[src/design/vic_fix_note_unused.sv]
`timescale 1ns/1ps
`default_nettype none
`default_nettype wire

[src/design/vic_pkg.sv]
`default_nettype none
package vic_pkg;
	localparam int PORT_W     = 8;
	localparam int PIX_W      = 24;
	localparam int CNT_W      = 12;
	localparam int REG_AW     = 4;
	localparam int REG_DW     = 16;
	localparam int MODE_W     = 2;
	localparam int FMT_W      = 2;
	localparam int LEN_W      = 8;

	localparam logic [REG_AW-1:0] ADDR_CTRL   = 4'h0;
	localparam logic [REG_AW-1:0] ADDR_HOFF   = 4'h1;
	localparam logic [REG_AW-1:0] ADDR_VOFF   = 4'h2;
	localparam logic [REG_AW-1:0] ADDR_HSIZE  = 4'h3;
	localparam logic [REG_AW-1:0] ADDR_VSIZE  = 4'h4;
	localparam logic [REG_AW-1:0] ADDR_STATUS = 4'h5;

	localparam int CTRL_MODE_LSB  = 0;
	localparam int CTRL_FMT_LSB   = 2;
	localparam int CTRL_ILACE_BIT = 4;

	// Synchroniser vector layout: ports A..F low, then hsync, vsync, clock
	localparam int IN_W       = 51;
	localparam int IN_HS_BIT  = 48;
	localparam int IN_VS_BIT  = 49;
	localparam int IN_CLK_BIT = 50;
	localparam int QUAL_BIT   = 31;
	localparam int LREF_BIT   = 30;

	localparam int CODE_ONE_BIT = 7;
	localparam int CODE_F_BIT   = 6;
	localparam int CODE_V_BIT   = 5;
	localparam int CODE_H_BIT   = 4;
	localparam logic [PORT_W-1:0] CODE_FF = 8'hff;
	localparam logic [PORT_W-1:0] CODE_00 = 8'h00;
	localparam logic FIELD_ODD  = 1'b0;
	localparam logic FIELD_EVEN = 1'b1;

	localparam int CLAMP_LEN = 8;
	localparam int GAIN_LEN  = 8;

	typedef enum logic [MODE_W-1:0] {MODE_RGB_SINGLE, MODE_RGB_DOUBLE, MODE_YUV} vic_mode_t;
	typedef enum logic [FMT_W-1:0] {FMT_411, FMT_422, FMT_656, FMT_444} vic_fmt_t;

	typedef struct packed {
		vic_mode_t        mode;
		vic_fmt_t         fmt;
		logic             interlaced;
		logic [CNT_W-1:0] hOff;
		logic [CNT_W-1:0] vOff;
		logic [CNT_W-1:0] hSize;
		logic [CNT_W-1:0] vSize;
	} vic_cfg_t;

	typedef struct packed {
		logic [PIX_W-1:0] first;
		logic [PIX_W-1:0] second;
		logic             field;
	} vic_pixel_t;

	localparam vic_cfg_t CFG_RESET = '{mode: MODE_RGB_SINGLE, fmt: FMT_422, interlaced: 1'b0,
		hOff: 12'h000, vOff: 12'h000, hSize: 12'h000, vSize: 12'h000};
endpackage : vic_pkg
`default_nettype wire

[src/design/vic_capture.sv]
`timescale 1ns/1ps
`default_nettype none
module vic_capture
	import vic_pkg::*;
#(
	parameter int CLAMP_PULSE_LEN = CLAMP_LEN,
	parameter int GAIN_PULSE_LEN  = GAIN_LEN
) (
	input  wire logic              mclk,
	input  wire logic              reset,
	input  wire logic              inputPixelClock,
	input  wire logic              inputVerticalSync,
	input  wire logic              inputHorizontalSync,
	input  wire logic [PORT_W-1:0] inputPortA,
	input  wire logic [PORT_W-1:0] inputPortB,
	input  wire logic [PORT_W-1:0] inputPortC,
	input  wire logic [PORT_W-1:0] inputPortD,
	input  wire logic [PORT_W-1:0] inputPortE,
	input  wire logic [PORT_W-1:0] inputPortF,
	input  wire logic [REG_AW-1:0] regAddr,
	input  wire logic [REG_DW-1:0] regWdata,
	input  wire logic              regWrite,
	input  wire logic              regRead,
	output logic      [REG_DW-1:0] regRdata,
	output vic_pixel_t             pixelOut,
	output logic                   pixelValid,
	output logic                   frameStartPulse,
	output logic                   adcClampPulse,
	output logic                   adcGainPulse
);
	localparam logic [LEN_W-1:0] CLAMP_INIT = LEN_W'(CLAMP_PULSE_LEN);
	localparam logic [LEN_W-1:0] GAIN_INIT  = LEN_W'(GAIN_PULSE_LEN);

	function automatic logic [CNT_W-1:0] dec(input logic [CNT_W-1:0] v);
		dec = (v == '0) ? v : CNT_W'(v - 1'b1);
	endfunction : dec

	function automatic logic [REG_DW-1:0] zx(input logic [CNT_W-1:0] v);
		zx = {{(REG_DW-CNT_W){1'b0}}, v};
	endfunction : zx

	// Three-stage synchroniser; only stage two and three are compared
	logic [IN_W-1:0] syn1, syn2, syn3;
	wire  [IN_W-1:0] rawIn = {inputPixelClock, inputVerticalSync, inputHorizontalSync,
		inputPortF, inputPortE, inputPortD, inputPortC, inputPortB, inputPortA};
	logic [2:0] ctl;
	wire  [2:0] ctlAgree = syn2[IN_CLK_BIT:IN_HS_BIT] ~^ syn3[IN_CLK_BIT:IN_HS_BIT];
	wire  [2:0] next_ctl = (ctlAgree & syn3[IN_CLK_BIT:IN_HS_BIT]) | (~ctlAgree & ctl);
	wire  [2:0] ctlRise  = next_ctl & ~ctl;
	wire  [2:0] ctlFall  = ~next_ctl & ctl;
	wire        pixRise  = ctlRise[IN_CLK_BIT-IN_HS_BIT];
	wire        pixFall  = ctlFall[IN_CLK_BIT-IN_HS_BIT];
	wire        vsTrail  = ctlFall[IN_VS_BIT-IN_HS_BIT];
	wire        hsTrail  = ctlFall[0];

	always_ff @(posedge mclk) begin
		syn1 <= reset ? '0 : rawIn;
		syn2 <= reset ? '0 : syn1;
		syn3 <= reset ? '0 : syn2;
		ctl  <= reset ? '0 : next_ctl;
	end

	wire [PIX_W-1:0]  dataAbc = syn3[PIX_W-1:0];
	wire [PIX_W-1:0]  dataDef = syn3[2*PIX_W-1:PIX_W];
	wire [PORT_W-1:0] curA    = syn3[PORT_W-1:0];

	// Register file: shadow written any time, active copy taken at frame start
	vic_cfg_t cfg, shadow;
	logic     frameStart;
	logic     field, lineOpen, captureThis;
	always_ff @(posedge mclk) begin
		if (reset) begin
			shadow <= CFG_RESET;
		end else if (regWrite) begin
			unique case (regAddr)
				ADDR_CTRL: begin
					shadow.mode       <= vic_mode_t'(regWdata[CTRL_MODE_LSB +: MODE_W]);
					shadow.fmt        <= vic_fmt_t'(regWdata[CTRL_FMT_LSB +: FMT_W]);
					shadow.interlaced <= regWdata[CTRL_ILACE_BIT];
				end
				ADDR_HOFF:  shadow.hOff  <= regWdata[CNT_W-1:0];
				ADDR_VOFF:  shadow.vOff  <= regWdata[CNT_W-1:0];
				ADDR_HSIZE: shadow.hSize <= regWdata[CNT_W-1:0];
				ADDR_VSIZE: shadow.vSize <= regWdata[CNT_W-1:0];
				default: ;
			endcase
		end
	end

	always_ff @(posedge mclk) begin
		if (reset)
			cfg <= CFG_RESET;
		else if (frameStart)
			cfg <= shadow;
	end

	wire [REG_DW-1:0] ctrlRead = {{(REG_DW-CTRL_ILACE_BIT-1){1'b0}}, shadow.interlaced,
		shadow.fmt, shadow.mode};
	wire [REG_DW-1:0] statRead = {{(REG_DW-3){1'b0}}, captureThis, lineOpen, field};
	logic [REG_DW-1:0] rdMux;
	always_comb begin
		unique case (regAddr)
			ADDR_CTRL:   rdMux = ctrlRead;
			ADDR_HOFF:   rdMux = zx(shadow.hOff);
			ADDR_VOFF:   rdMux = zx(shadow.vOff);
			ADDR_HSIZE:  rdMux = zx(shadow.hSize);
			ADDR_VSIZE:  rdMux = zx(shadow.vSize);
			ADDR_STATUS: rdMux = statRead;
			default:     rdMux = '0;
		endcase
	end
	always_ff @(posedge mclk) begin
		regRdata <= (reset || !regRead) ? '0 : rdMux;
	end

	// YUV timing: qualifier, line reference and embedded codes
	wire isYuv     = cfg.mode == MODE_YUV;
	wire is656     = cfg.fmt == FMT_656;
	wire halfRate  = (cfg.fmt == FMT_411) || (cfg.fmt == FMT_422);
	wire qualified = pixRise & syn3[QUAL_BIT];
	logic [PORT_W-1:0] hist0, hist1, hist2;
	logic              lineRefQ, act656, vBlank656, phase;
	logic [PIX_W-1:0]  hold, rgbFirst;
	wire codeDet = qualified & (hist2 == CODE_FF) & (hist1 == CODE_00)
		& (hist0 == CODE_00) & curA[CODE_ONE_BIT];
	wire codeSav = codeDet & ~curA[CODE_H_BIT] & ~curA[CODE_V_BIT];
	wire codeEav = codeDet & curA[CODE_H_BIT];
	wire fs656   = codeDet & vBlank656 & ~curA[CODE_V_BIT];
	wire lrRise  = qualified & syn3[LREF_BIT] & ~lineRefQ;
	// Code bytes never carry video in a 656 stream, so they are dropped
	wire codeByte = is656 & ((curA == CODE_FF) | (curA == CODE_00));
	wire lineAct  = is656 ? act656 : syn3[LREF_BIT];
	wire yuvSample = qualified & lineAct & ~codeByte;
	wire yuvEvent  = yuvSample & (~halfRate | phase);
	wire lineStart = !isYuv ? hsTrail : (is656 ? codeSav : lrRise);
	assign frameStart = (isYuv && is656) ? fs656 : vsTrail;

	always_ff @(posedge mclk) begin
		if (reset) begin
			hist0     <= '0;
			hist1     <= '0;
			hist2     <= '0;
			lineRefQ  <= 1'b0;
			act656    <= 1'b0;
			vBlank656 <= 1'b1;
		end else if (qualified) begin
			hist0    <= curA;
			hist1    <= hist0;
			hist2    <= hist1;
			lineRefQ <= syn3[LREF_BIT];
			if (codeDet)
				vBlank656 <= curA[CODE_V_BIT];
			if (codeSav)
				act656 <= 1'b1;
			else if (codeEav)
				act656 <= 1'b0;
		end
	end

	always_ff @(posedge mclk) begin
		if (reset || lineStart)
			phase <= 1'b0;
		else if (yuvSample)
			phase <= ~phase;
	end
	always_ff @(posedge mclk) begin
		if (reset)
			hold <= '0;
		else if (yuvSample && !phase)
			hold <= dataAbc;
	end
	always_ff @(posedge mclk) begin
		if (reset)
			rgbFirst <= '0;
		else if (pixRise)
			rgbFirst <= dataAbc;
	end

	// Field identity and repeated-field skip
	logic lastField;
	wire  fieldSeen = is656 ? curA[CODE_F_BIT] : lineRefQ;
	wire  next_field = shadow.interlaced ? fieldSeen : FIELD_ODD;
	always_ff @(posedge mclk) begin
		if (reset) begin
			field       <= FIELD_ODD;
			lastField   <= FIELD_ODD;
			captureThis <= 1'b1;
		end else if (frameStart) begin
			field       <= next_field;
			lastField   <= next_field;
			captureThis <= ~shadow.interlaced | (next_field != lastField);
		end
	end

	// Window counters
	logic [CNT_W-1:0] hOffCnt, hSizeCnt, vOffCnt, vSizeCnt;
	logic pixEvent;
	always_comb begin
		unique case (cfg.mode)
			MODE_RGB_SINGLE: pixEvent = pixRise;
			MODE_RGB_DOUBLE: pixEvent = pixFall;
			MODE_YUV:        pixEvent = yuvEvent;
			default:         pixEvent = 1'b0;
		endcase
	end
	wire accept = pixEvent & ~lineStart & (hOffCnt == '0) & (hSizeCnt != '0)
		& lineOpen & captureThis;

	always_ff @(posedge mclk) begin
		if (reset) begin
			vOffCnt  <= '0;
			vSizeCnt <= '0;
			lineOpen <= 1'b0;
		end else if (frameStart) begin
			vOffCnt  <= shadow.vOff;
			vSizeCnt <= shadow.vSize;
			lineOpen <= 1'b0;
		end else if (lineStart) begin
			vOffCnt  <= dec(vOffCnt);
			vSizeCnt <= (vOffCnt == '0) ? dec(vSizeCnt) : vSizeCnt;
			lineOpen <= (vOffCnt == '0) && (vSizeCnt != '0);
		end
	end
	always_ff @(posedge mclk) begin
		if (reset) begin
			hOffCnt  <= '0;
			hSizeCnt <= '0;
		end else if (lineStart) begin
			hOffCnt  <= cfg.hOff;
			hSizeCnt <= cfg.hSize;
		end else if (pixEvent && hOffCnt != '0) begin
			hOffCnt <= dec(hOffCnt);
		end else if (accept) begin
			hSizeCnt <= dec(hSizeCnt);
		end
	end

	// Pixel output
	logic [PIX_W-1:0] outFirst, outSecond;
	always_comb begin
		outFirst  = dataAbc;
		outSecond = '0;
		if (cfg.mode == MODE_RGB_DOUBLE) begin
			outFirst  = rgbFirst;
			outSecond = dataDef;
		end else if (isYuv && halfRate) begin
			outFirst  = hold;
			outSecond = dataAbc;
		end
	end
	always_ff @(posedge mclk) begin
		if (reset) begin
			pixelOut        <= '0;
			pixelValid      <= 1'b0;
			frameStartPulse <= 1'b0;
		end else begin
			pixelValid      <= accept;
			frameStartPulse <= frameStart;
			if (accept)
				pixelOut <= '{first: outFirst, second: outSecond, field: field};
		end
	end

	// ADC calibration pulses, counted in pixel clocks
	logic [LEN_W-1:0] clampCnt, gainCnt;
	logic             gainArm;
	always_ff @(posedge mclk) begin
		if (reset) begin
			clampCnt <= '0;
			gainCnt  <= '0;
			gainArm  <= 1'b0;
		end else begin
			if (hsTrail)
				clampCnt <= CLAMP_INIT;
			else if (pixRise && clampCnt != '0)
				clampCnt <= LEN_W'(clampCnt - 1'b1);
			// Gain pulse sits on the first line after vertical sync
			if (vsTrail)
				gainArm <= 1'b1;
			else if (hsTrail)
				gainArm <= 1'b0;
			if (hsTrail && gainArm)
				gainCnt <= GAIN_INIT;
			else if (pixRise && gainCnt != '0)
				gainCnt <= LEN_W'(gainCnt - 1'b1);
		end
	end
	assign adcClampPulse = clampCnt != '0;
	assign adcGainPulse  = gainCnt != '0;

	// Checks
	property p_single_abc;
		@(posedge mclk) disable iff (reset)
		pixelValid && cfg.mode == MODE_RGB_SINGLE |-> pixelOut.second == '0;
	endproperty
	a_single_abc: assert property (p_single_abc) else $error("single mode used D/E/F");

	property p_double_fall;
		@(posedge mclk) disable iff (reset)
		pixelValid && cfg.mode == MODE_RGB_DOUBLE |-> $past(pixFall);
	endproperty
	a_double_fall: assert property (p_double_fall) else $error("pair not on fall");

	property p_clamp;
		@(posedge mclk) disable iff (reset)
		hsTrail |=> adcClampPulse;
	endproperty
	a_clamp: assert property (p_clamp) else $error("no clamp after hsync");

	property p_window;
		@(posedge mclk) disable iff (reset)
		pixelValid |-> $past(hOffCnt) == '0 && $past(hSizeCnt) != '0 && $past(lineOpen);
	endproperty
	a_window: assert property (p_window) else $error("pixel outside window");

	property p_qualifier;
		@(posedge mclk) disable iff (reset)
		pixelValid && isYuv |-> $past(syn3[QUAL_BIT]) && $past(pixRise);
	endproperty
	a_qualifier: assert property (p_qualifier) else $error("unqualified sample");

	property p_progressive;
		@(posedge mclk) disable iff (reset)
		frameStart && !shadow.interlaced |=> field == FIELD_ODD && captureThis;
	endproperty
	a_progressive: assert property (p_progressive) else $error("progressive not odd");

	property p_skip;
		@(posedge mclk) disable iff (reset)
		pixelValid |-> captureThis;
	endproperty
	a_skip: assert property (p_skip) else $error("repeated field captured");

	property p_sav;
		@(posedge mclk) disable iff (reset)
		codeSav |=> act656 ##1 (lineOpen == $past(lineOpen) || $past(frameStart));
	endproperty
	a_sav: assert property (p_sav) else $error("code not decoded");

	property p_cfg_hold;
		@(posedge mclk) disable iff (reset)
		!frameStart |=> $stable(cfg);
	endproperty
	a_cfg_hold: assert property (p_cfg_hold) else $error("config changed mid frame");

	c_double: cover property (@(posedge mclk) disable iff (reset)
		pixelValid && cfg.mode == MODE_RGB_DOUBLE);
	c_code: cover property (@(posedge mclk) disable iff (reset) fs656);
	c_skip: cover property (@(posedge mclk) disable iff (reset) frameStart ##1 !captureThis);
endmodule : vic_capture
`default_nettype wire

[config.mk]
export PLATFORM = sky130hd
export DESIGN_NAME = vic_capture
export DESIGN_NICKNAME = d
export VERILOG_FILES = /design/src/design/vic_fix_note_unused.sv /design/src/design/vic_pkg.sv /design/src/design/vic_capture.sv
export SDC_FILE = /design/constraint.sdc
export NUM_CORES = 1
export LEC_CHECK = 0
export BUFFER_PORTS_ARGS = -buffer_cell sky130_fd_sc_hd__buf_2
export CORE_MARGIN = 1
export CORE_UTILIZATION = 25
export CTS_BUF_LIST = sky130_fd_sc_hd__clkbuf_4
export CTS_CLUSTER_DIAMETER = 40
export DETAILED_ROUTE_END_ITERATION = 7
export GPL_TIMING_DRIVEN = 0
export SYNTH_ARGS = -nofsm -noshare
export SYNTH_HDL_FRONTEND = slang
export SYNTH_SLANG_ARGS = --single-unit
[constraint.sdc]
create_clock -name mclk -period 6.8 [get_ports mclk]
set_clock_uncertainty 0.05 [all_clocks]
set_input_delay 1.02 -clock mclk [delete_from_list [all_inputs] [get_ports mclk]]
set_output_delay 1.02 -clock mclk [all_outputs]
set_load 0.05 [all_outputs]
# Word-level counts from Yosys, hierarchy flattened
# Index checks and enable logic that the tools add are counted.
word_totals:
  reg_bits: 448
  latchBits: 0
  mem_bits_rw: 0
  romBits: 0
  in_bits: 75
  out_inout_bits: 69
  wordCells: 190
  mem_count: 0
op_classes:
  add_sub_neg: 6
  multipliers: 0
  n_div: 0
  n_lt_le_gt_ge: 0
  n_eq_ne: 17
  shifts: 0
  mux: 34
  n_bitwise: 41
  reduce_logical: 50
ops:
  columns: ["operator", "count"]
  rows:
  - ["$mux W12", 14]
  - ["$mux W24", 4]
  - ["$pmux W12 S6", 1]
  - ["$logic_not A12 Y1", 4]
  - ["$sub A12 B1 Y12 const B", 4]
  - ["$reduce_bool A12 Y1", 3]
  - ["$logic_not A8 Y1", 3]
  - ["$and A1 B1 Y1", 21]
  - ["$reduce_and A2 Y1", 9]
  - ["$eq A8 B8 Y1 const B", 2]
  - ["$mux W4", 4]
  - ["$reduce_bool A2 Y1", 8]
  - ["$reduce_bool A8 Y1", 2]
  - ["$sub A8 B1 Y8 const B", 2]
  - ["$and A3 B3 Y3", 4]
  - ["$mux W1", 10]
  - ["$ne A2 B2 Y1 const B", 5]
  - ["$not A3 Y3", 3]
  - ["$eq A4 B2 Y1 const B", 2]
  - ["$eq A4 B3 Y1 const B", 2]
  - ["$logic_and A1 B1 Y1", 8]
  - ["$not A1 Y1", 8]
  - ["$reduce_and A3 Y1", 2]
  - ["$reduce_or A2 Y1", 3]
  - ["other kinds (12)", 20]

# Longest topological paths before layout
# Gate-level depths: netlist of the first run.
logic_depth:
  word_depth: 23
  ltp_mapped: 11
  depth_no_buf: 9

# Worst setup path after synthesis of the first run
# No wires, ideal clock.
synth_path:
  kind: "input port to flip-flop"
  startpoint: "in regAddr[2]"
  endpoint: "reg shadow[10] in the netlist's numbering"
  setup_time_ns: 0.132
  arrival_ns: 2.334
  t_required_ns: 6.618
  slack_ns: 4.283
  path_stages: 7
  path_cell_list: "clkbuf_1 > nor4b_1 > clkbuf_1 > nand2_1 > clkbuf_1 > nand2_1 > a21oi_1"
synth_via:
  elab_chain_len: 2
synth_rtl:
  columns: ["element", "line_no", "source"]
  rows:
  - ["start: declaration", "vic_capture.sv:20", "input wire logic [REG_AW-1:0] regAddr,"]
  - ["$eq A4 B3 Y1", "vic_capture.sv:75", "unique case (regAddr)"]
  - ["$reduce_and A2 Y1 (no source line)", null, null]
  - ["end: declaration", "vic_capture.sv:68", "vic_cfg_t cfg, shadow;"]
# No other way between the ends.
# A chain may end at the register's enable or synchronous reset.

# Final worst setup path of the first run
layout_path:
  startpoint: "reg syn2[50]"
  endpoint: "reg pixelOut[12] in the netlist's numbering"
layout_via:
  elab_chain_len: 20
  word_cells_on_any_way: 29
layout_rtl:
  columns: ["element", "line_no", "source"]
  rows:
  - ["start: declaration", "vic_capture.sv:43", "logic [IN_W-1:0] syn1, syn2, syn3;"]
  - ["start signal: assignment", "vic_capture.sv:58", "syn2 <= reset ? '0 : syn1;"]
  - ["$xnor A3 B3 Y3 *", "vic_capture.sv:47", "wire [2:0] ctlAgree = syn2[IN_CLK_BIT:IN_HS_BIT] ~^ syn3[IN_CLK_BIT:IN_HS_BIT];"]
  - ["$not A3 Y3", "vic_capture.sv:48", "wire [2:0] next_ctl = (ctlAgree & syn3[IN_CLK_BIT:IN_HS_BIT]) | (~ctlAgree & ctl);"]
  - ["$and A3 B3 Y3", "vic_capture.sv:48", null]
  - ["$or A3 B3 Y3 *", "vic_capture.sv:48", null]
  - ["$and A3 B3 Y3", "vic_capture.sv:49", "wire [2:0] ctlRise = next_ctl & ~ctl;"]
  - ["$and A1 B1 Y1", "vic_capture.sv:120", "wire qualified = pixRise & syn3[QUAL_BIT];"]
  - ["$and A1 B1 Y1 (2 in a row)", "vic_capture.sv:124", "wire codeDet = qualified & (hist2 == CODE_FF) & (hist1 == CODE_00)"]
  - ["$and A1 B1 Y1 (2 in a row)", "vic_capture.sv:125", "& (hist0 == CODE_00) & curA[CODE_ONE_BIT];"]
  - ["$and A1 B1 Y1 (2 in a row)", "vic_capture.sv:126", "wire codeSav = codeDet & ~curA[CODE_H_BIT] & ~curA[CODE_V_BIT];"]
  - ["$mux W1 (2 in a row)", "vic_capture.sv:135", "wire lineStart = !isYuv ? hsTrail : (is656 ? codeSav : lrRise);"]
  - ["$not A1 Y1", "vic_capture.sv:206", "wire accept = pixEvent & ~lineStart & (hOffCnt == '0) & (hSizeCnt != '0)"]
  - ["$and A1 B1 Y1 * (3 in a row)", "vic_capture.sv:206", null]
  - ["$and A1 B1 Y1 * (2 in a row)", "vic_capture.sv:207", "& lineOpen & captureThis;"]
  - ["end signal: assignment", "vic_capture.sv:260", "pixelOut <= '{first: outFirst, second: outSecond, field: field};"]
  - ["end: declaration", "vic_capture.sv:25", "output vic_pixel_t pixelOut,"]
# Every way passes the cells marked *; elsewhere a longest branch is shown, timed or not.

==> impl_metrics.csv, run 1 <==
group,metric,value,unit
outcome,outcome,"finished clean",
clocking,cts_root_buf,"clkbuf_4",
synth,ys_top_cells_by_area,"dfxtp_1 (54%), nand2_1 (7.9%), nor2b_1 (5.9%), a21oi_1 (5.7%), mux2i_1 (3.8%)",
synth,yosys.area.top_type,"dfxtp_1",
place,placedCellCount,2824,
synth,synth_flop_cell,"dfxtp_1",
synth,synth_common_cells,"dfxtp_1 (444), nand2_1 (348), a21oi_1 (189)",
sta,fin_crit,3.34,ns
sta,tightestPinTransition,1.05,ns
routing,wl_per_cell,15.3,um
place,io_buffer_count,133,
power,swShare,23.4,%
place,finalWeightedCongestion,0.853,
setup_path,worstPathCellList,"and3b_1, buf_2, nand2_2, o41ai_2, or2_1, buf_2, or3_1, buf_2, buf_2, a221oi_1, nor3_1",
clocking,holdBufCountCts,0,
layout,finalNonFillerCells,3008,
setup_path,critPathMaxFanout,10,
routing,drtIter0Drc,746,
power,seqPwrFrac,52.3,%
synth,synth_top_area_share,53.9,%
setup_path,crit_slowest_cell,"o41ai_2",
setup_path,cp_top_family,"buffers and inverters",
layout,final_net_count,2161,
synth,async_reset_ff_share,0,%
layout,nFillCells,6914,
setup_path,slowest_delay,0.86,ns
power,p_leak,7.29,nW
clocking,cts_buffer_depth,3,
floorplanning,rows,93,
floorplanning,die-area,0.0670,mm^2
routing,via_per_inst,4.48,
power,combPwrFrac,3.4,%
sta,tns,0,ns
setup_path,endpoint_kind,"flip-flop",
floorplanning,coreArea,0.0648,mm^2
routing,drtPass1Iterations,5,
setup_path,crit_path_frequent_cell,"buf_2",
routing,route.detailed.drc,0,
synth,yosys_warnings,0,
grt,overflow,0,
sta,hold_slack,0.311,ns
synth,yosysSeqAreaShare,53.9,%
clocking,cts_tree,"yes",
floorplanning,start_util,25.4,%
synth,netlist_area,0.0165,mm^2
layout,final_layout_size_suffix_gt1_share,16.1,%
clocking,worstSkewPairLatency,0.88,ns
sta,slew_viol_final,0,
routing,num_vias,13476,
synth,synth_edf_count,0,
power,peakVddDrop,0.127,mV
grt,grt_use_total,13.6,%
sta,post-route-period-util,49.1,%
sta,final_hold_viol_count,0,
routing,routed_wl,46000,um
setup_path,start_kind,"flip-flop",
sta,setup_viol,0,
clocking,htree_levels,3,
layout,area_delta_synth_final,19.1,%
power,pwr_density_cell,259,mW/mm^2
clocking,cts.sinks,444,
synth,synth.most_common_cell,"dfxtp_1",
power,power.switching,1.19,mW
sta,rsz0062_at_grt,"false",
sta,max_freq,0.299,GHz
setup_path,crit_type,"reg2reg",
grt,antenna_found_initial,1,
clocking,clk_pin_slew,0.07,ns
power,clock_power_share,44.3,%
synth,synth_cell_types,63,
sta,relSlewSlack,29.3,%
routing,ant_nets,0,
place,dp.final_hpwl,33900,um
grt,grt_start_max_net_pins,18,
floorplanning,die_y,259,um
clocking,cts_resized,0,
synth,netlist_instances,1833,
clocking,cts_setup_buffers,0,
synth,synth-seq-cells,444,
setup_path,cp.required,7.48,ns
power,p_int,3.89,mW
setup_path,critPathBufInv,4,
setup_path,worstPathArrival,4.02,ns
min_path,hp-class,"in2reg",
floorplanning,chipWidth,259,um
job,maxCapViolations,0,
floorplanning,design.portCount,144,
clocking,cts_buffers,107,
grt,grt_pass1_wl,71100,um
synth,synth_area_per_cell,9.00,um^2
grt,grt_pass1_vias,12944,
## worst paths after layout
check | from | end | slack (ns) | depth (start not counted)
setup / recovery | syn2[50] | pixelOut[12] | 3.46 | 11
setup reg to reg | syn2[50] | pixelOut[12] | 3.46 | 11
hold reg to reg | syn1[14] | syn2[14] | 0.31 | 1
hold / removal | inputPortF[4] | syn1[44] | 0.31 | 2
## power groups by stage
stage	Clock [mW]	Combinational, mW	Sequential (mW)
final	2.25	0.172	2.66
after global routing	2.46	0.189	2.66
after CTS	2.32	0.174	2.66
after detailed placement	0	0.174	2.72
after global placement	0	0.173	2.72
after floorplan	0	0.102	2.71
## metrics by stage
step	util [%]	area, um^2	total power, mW	worst slack, ns
6_report	30.3	19600	5.08	3.46
3_3_place_gp	28.1	18200	2.89	2.80
5_1_grt	30.3	19600	5.31	3.21
3_5_place_dp	28.1	18200	2.89	2.80
4_1_cts	30.3	19600	5.16	3.43
2_1_floorplan	-	16500	2.81	4.28
## layer usage
layer / vias up / share of wire, % / GRT usage (%)
met4: 0 / 2.2 / 5.69
met5: - / 0 / 0
met2: 325 / 48 / 22.8
met1: 6317 / 44 / 16.6
met3: 66 / 5.8 / 3.15
li1: 6768 / - / -
## cells in the final DEF, fill, tap and decap left out, drive strengths merged, types with 6 or more instances in the layout
| cell | count |
|---|---|
| a21oi | 189 |
| a221oi | 24 |
| a22o | 7 |
| a22oi | 7 |
| buf | 171 |
| clkbuf | 245 |
| clkinv | 19 |
| dfxtp | 444 |
| ha | 8 |
| inv | 23 |
| mux2 | 9 |
| mux2i | 63 |
| nand2 | 349 |
| nand3 | 27 |
| nand3b | 6 |
| nand4 | 18 |
| nor2 | 112 |
| nor2b | 156 |
| nor3 | 45 |
| nor4 | 22 |
| o211ai | 26 |
| o21ai | 51 |
| or3 | 9 |
| xnor2 | 31 |
| xor2 | 20 |
## logic make-up (layout without fill, tap and decap cells)
| kind of cell | Yosys count | count (layout) | synth area share (%) |
|---|---|---|---|
| AND/OR/NAND/NOR | 779 | 779 | 22.6 |
| AO/OA/AOI/OAI | 328 | 328 | 11.6 |
| multiplexers | 75 | 75 | 4.85 |
| XOR/XNOR | 51 | 51 | 2.71 |
| other | 1 | 5 | 0.0227 |
| adder cells (fa/ha/maj) | 8 | 8 | 0.607 |
| flip-flops | 444 | 444 | 53.9 |
| buffers and inverters | 147 | 463 | 3.69 |
## flip-flops by register name, summed over array words and instances, names as in the netlist, 3 cells and up
| register | cells |
|---|---|
| gainCnt | 8 |
| syn3 | 51 |
| pixelOut | 49 |
| hSizeCnt | 12 |
| hist1 | 8 |
| clampCnt | 8 |
| vSizeCnt | 12 |
| hOffCnt | 12 |
| syn2 | 51 |
| hold | 24 |
| rgbFirst | 24 |
| shadow | 48 |
| regRdata | 12 |
| ctrlRead | 5 |
| vOffCnt | 12 |
| hist2 | 8 |
| hist0 | 8 |
| syn1 | 51 |
| ctl | 3 |
| cfg | 28 |
## final cells by class
cell class                      count  area, um^2  share of cell area (%)
Sequential cell                   444        8890                    45.2
Antenna cell                        1        2.50                  0.0127
Tap cell                          855        1070                    5.45
Multi-Input combinational cell   1245        7010                    35.7
Timing Repair Buffer              133         666                    3.39
Buffer                            129         541                    2.75
Clock buffer                      154        1160                    5.88
Clock inverter                     29         246                    1.25
Inverter                           18        67.6                   0.344
Power figures use the tool's default switching activity.
==> inputs of run 2 (changes only) <==
Clock period 6.8 ns to 3.36 ns, I/O delays scaled along.
==> run 2 against run 1 <==
Compared with the run above:
- flip-flop and latch count unchanged
- clock power rose by 100%
- combinational power up 140%
- final cell count up 2.3%
- largest power group unchanged
- critical endpoint is now pixelOut[35]
==> impl_metrics.csv, run 2 (synthesized netlist as in run 1, its figures left out) <==
group,metric,value,unit
layout,most-common-layout-cells,"dfxtp_1 (444), nand2_1 (348), a21oi_1 (189), nor2b_1 (156), clkbuf_4 (154)",
sta,slew_viol_final,0,
setup_path,crit_type,"reg2reg",
grt,overflow,0,
power,p_int,7.93,mW
min_path,hp-class,"in2reg",
sta,hold_slack,0.0935,ns
min_path,hold_path.startpoint,"regAddr[1]",
power,seqPwrFrac,52.0,%
routing,wl_per_cell,15.2,um
routing,drtIter0Drc,792,
power,power.switching,2.42,mW
sta,tightestPinTransition,1.01,ns
sta,tns,0,ns
routing,route.detailed.drc,0,
power,combPwrFrac,4.0,%
power,pwr_density_cell,509,mW/mm^2
layout,final_net_count,2226,
sta,fin_crit,3.17,ns
grt,grt_use_total,13.8,%
routing,drtPass1Iterations,5,
job,maxCapViolations,0,
grt,antenna_found_initial,2,
layout,final_util,31.4,%
clocking,htree_levels,3,
sta,post-route-period-util,94.4,%
layout,area_delta_synth_final,23.2,%
setup_path,ff2ff_path_depth,10,
floorplanning,die_y,259,um
clocking,cts_buffer_depth,3,
setup_path,critPathMaxFanout,10,
routing,ant_nets,0,
grt,globalRouteMet1Util,16.8,%
setup_path,r2r_start,"syn2[50]",
routing,routed_wl,46900,um
setup_path,rr_endpoint,"pixelOut[35]",
floorplanning,start_util,25.4,%
grt,grt_pass1_vias,13271,
layout,nFillCells,6841,
layout,multiInputGateArea,0.00703,mm^2
layout,final_common_cell,"dfxtp_1",
sta,max_freq,0.315,GHz
setup_path,worstPathArrival,3.86,ns
place,finalWeightedCongestion,0.853,
floorplanning,coreArea,0.0648,mm^2
sta,rsz0062_at_grt,"false",
place,dp_slack,-0.121,ns
grt,use_met3,3.40,%
clocking,cts_root_buf,"clkbuf_4",
layout,final_layout_size_suffix_gt1_share,15.7,%
power,p_leak,7.61,nW
place,placedCellCount,2824,
min_path,min_path_cells,4,
clocking,cts.sinks,444,
grt,grt_pass1_wl,72600,um
floorplanning,rows,93,
power,clock_power_share,44.0,%
routing,num_vias,13762,
clocking,cts_buffers,107,
sta,relSlewSlack,31.7,%
setup_path,rrSetupSlack,0.19,ns
sta,final_hold_viol_count,0,
outcome,outcome,"finished clean",
place,dp.final_hpwl,33900,um
floorplanning,chipWidth,259,um
setup_path,cp.required,4.05,ns
power,swShare,23.4,%
clocking,worstSkewPairLatency,0.88,ns
layout,final_area,0.0203,mm^2
power,peakVddDrop,0.259,mV
routing,via_per_inst,4.47,
floorplanning,die-area,0.0670,mm^2
setup_path,start_kind,"flip-flop",
sta,setup_viol,0,
layout,register_area,0.00889,mm^2
sta,setup_ws,0.189,ns
clocking,cts_tree,"yes",
min_path,whs_endpoint,"shadow[18]",
grt,use_met2,23.4,%
setup_path,endpoint_kind,"flip-flop",
grt,grt_start_max_net_pins,18,
layout,largestRegisters,"syn1 x51, syn2 x51, syn3 x51",
floorplanning,design.portCount,144,
place,dpl_cell_area,0.0182,mm^2
grt,busiest_layer,"met2",
clocking,clk_pin_slew,0.07,ns
place,io_buffer_count,133,
power,total_power,10.4,mW
layout,finalNonFillerCells,3076,
run 2: routing by layer:
| layer | vias to the layer above | part of all wire, % |
|---|---|---|
| li1 | 6897 | - |
| met1 | 6413 | 43 |
| met2 | 381 | 49 |
| met3 | 71 | 6.1 |
| met4 | 0 | 2.2 |
| met5 | - | 0 |
run 2: final cells by class:
cell class / instances / area share, %
inverter: 18 / 0.332
sequential: 444 / 43.7
tap: 855 / 5.26
multi-input combinational: 1245 / 34.6
timing repair buffer: 198 / 6.48
buffer: 129 / 2.66
antenna: 4 / 0.0493
clock inverter: 29 / 1.21
clock buffer: 154 / 5.69
run 2: worst max path at each step:
stage,startpoint,to,cells past startpoint
3_5_place_dp,reset,frameStartPulse,5
2_1_floorplan,hSizeCnt[4],pixelOut[47],10
3_3_place_gp,reset,frameStartPulse,5
6_report,syn2[50],pixelOut[35],10
4_1_cts,cfg[50],pixelOut[12],10
5_1_grt,cfg[50],pixelOut[35],9
run 2: what timing repair did:
item,in CTS,in global routing
endpoints found under the hold margin,106,0
hold buffers,65,0
setup endpoints to repair,3,52
setup buffers,0,0
resized for setup,1,1
run 2: critical path: stages (launching register included):
cell	delay, ns
dfxtp_1	0.43
and3b_1	0.18
buf_2	0.20
nand2_2	0.20
o41ai_4	0.66
or2_1	0.18
buf_2	0.27
nor3_2	0.14
clkbuf_1	0.29
o211ai_1	0.31
a21oi_1	0.13
run 2: power by group through the flow:
stage,Combinational [mW],Sequential [mW],Clock [mW]
final,0.411,5.38,4.56
after CTS,0.411,5.38,4.70
after global routing,0.447,5.39,4.98
after global placement,0.351,5.50,0
after floorplan,0.206,5.49,0
after detailed placement,0.352,5.50,0
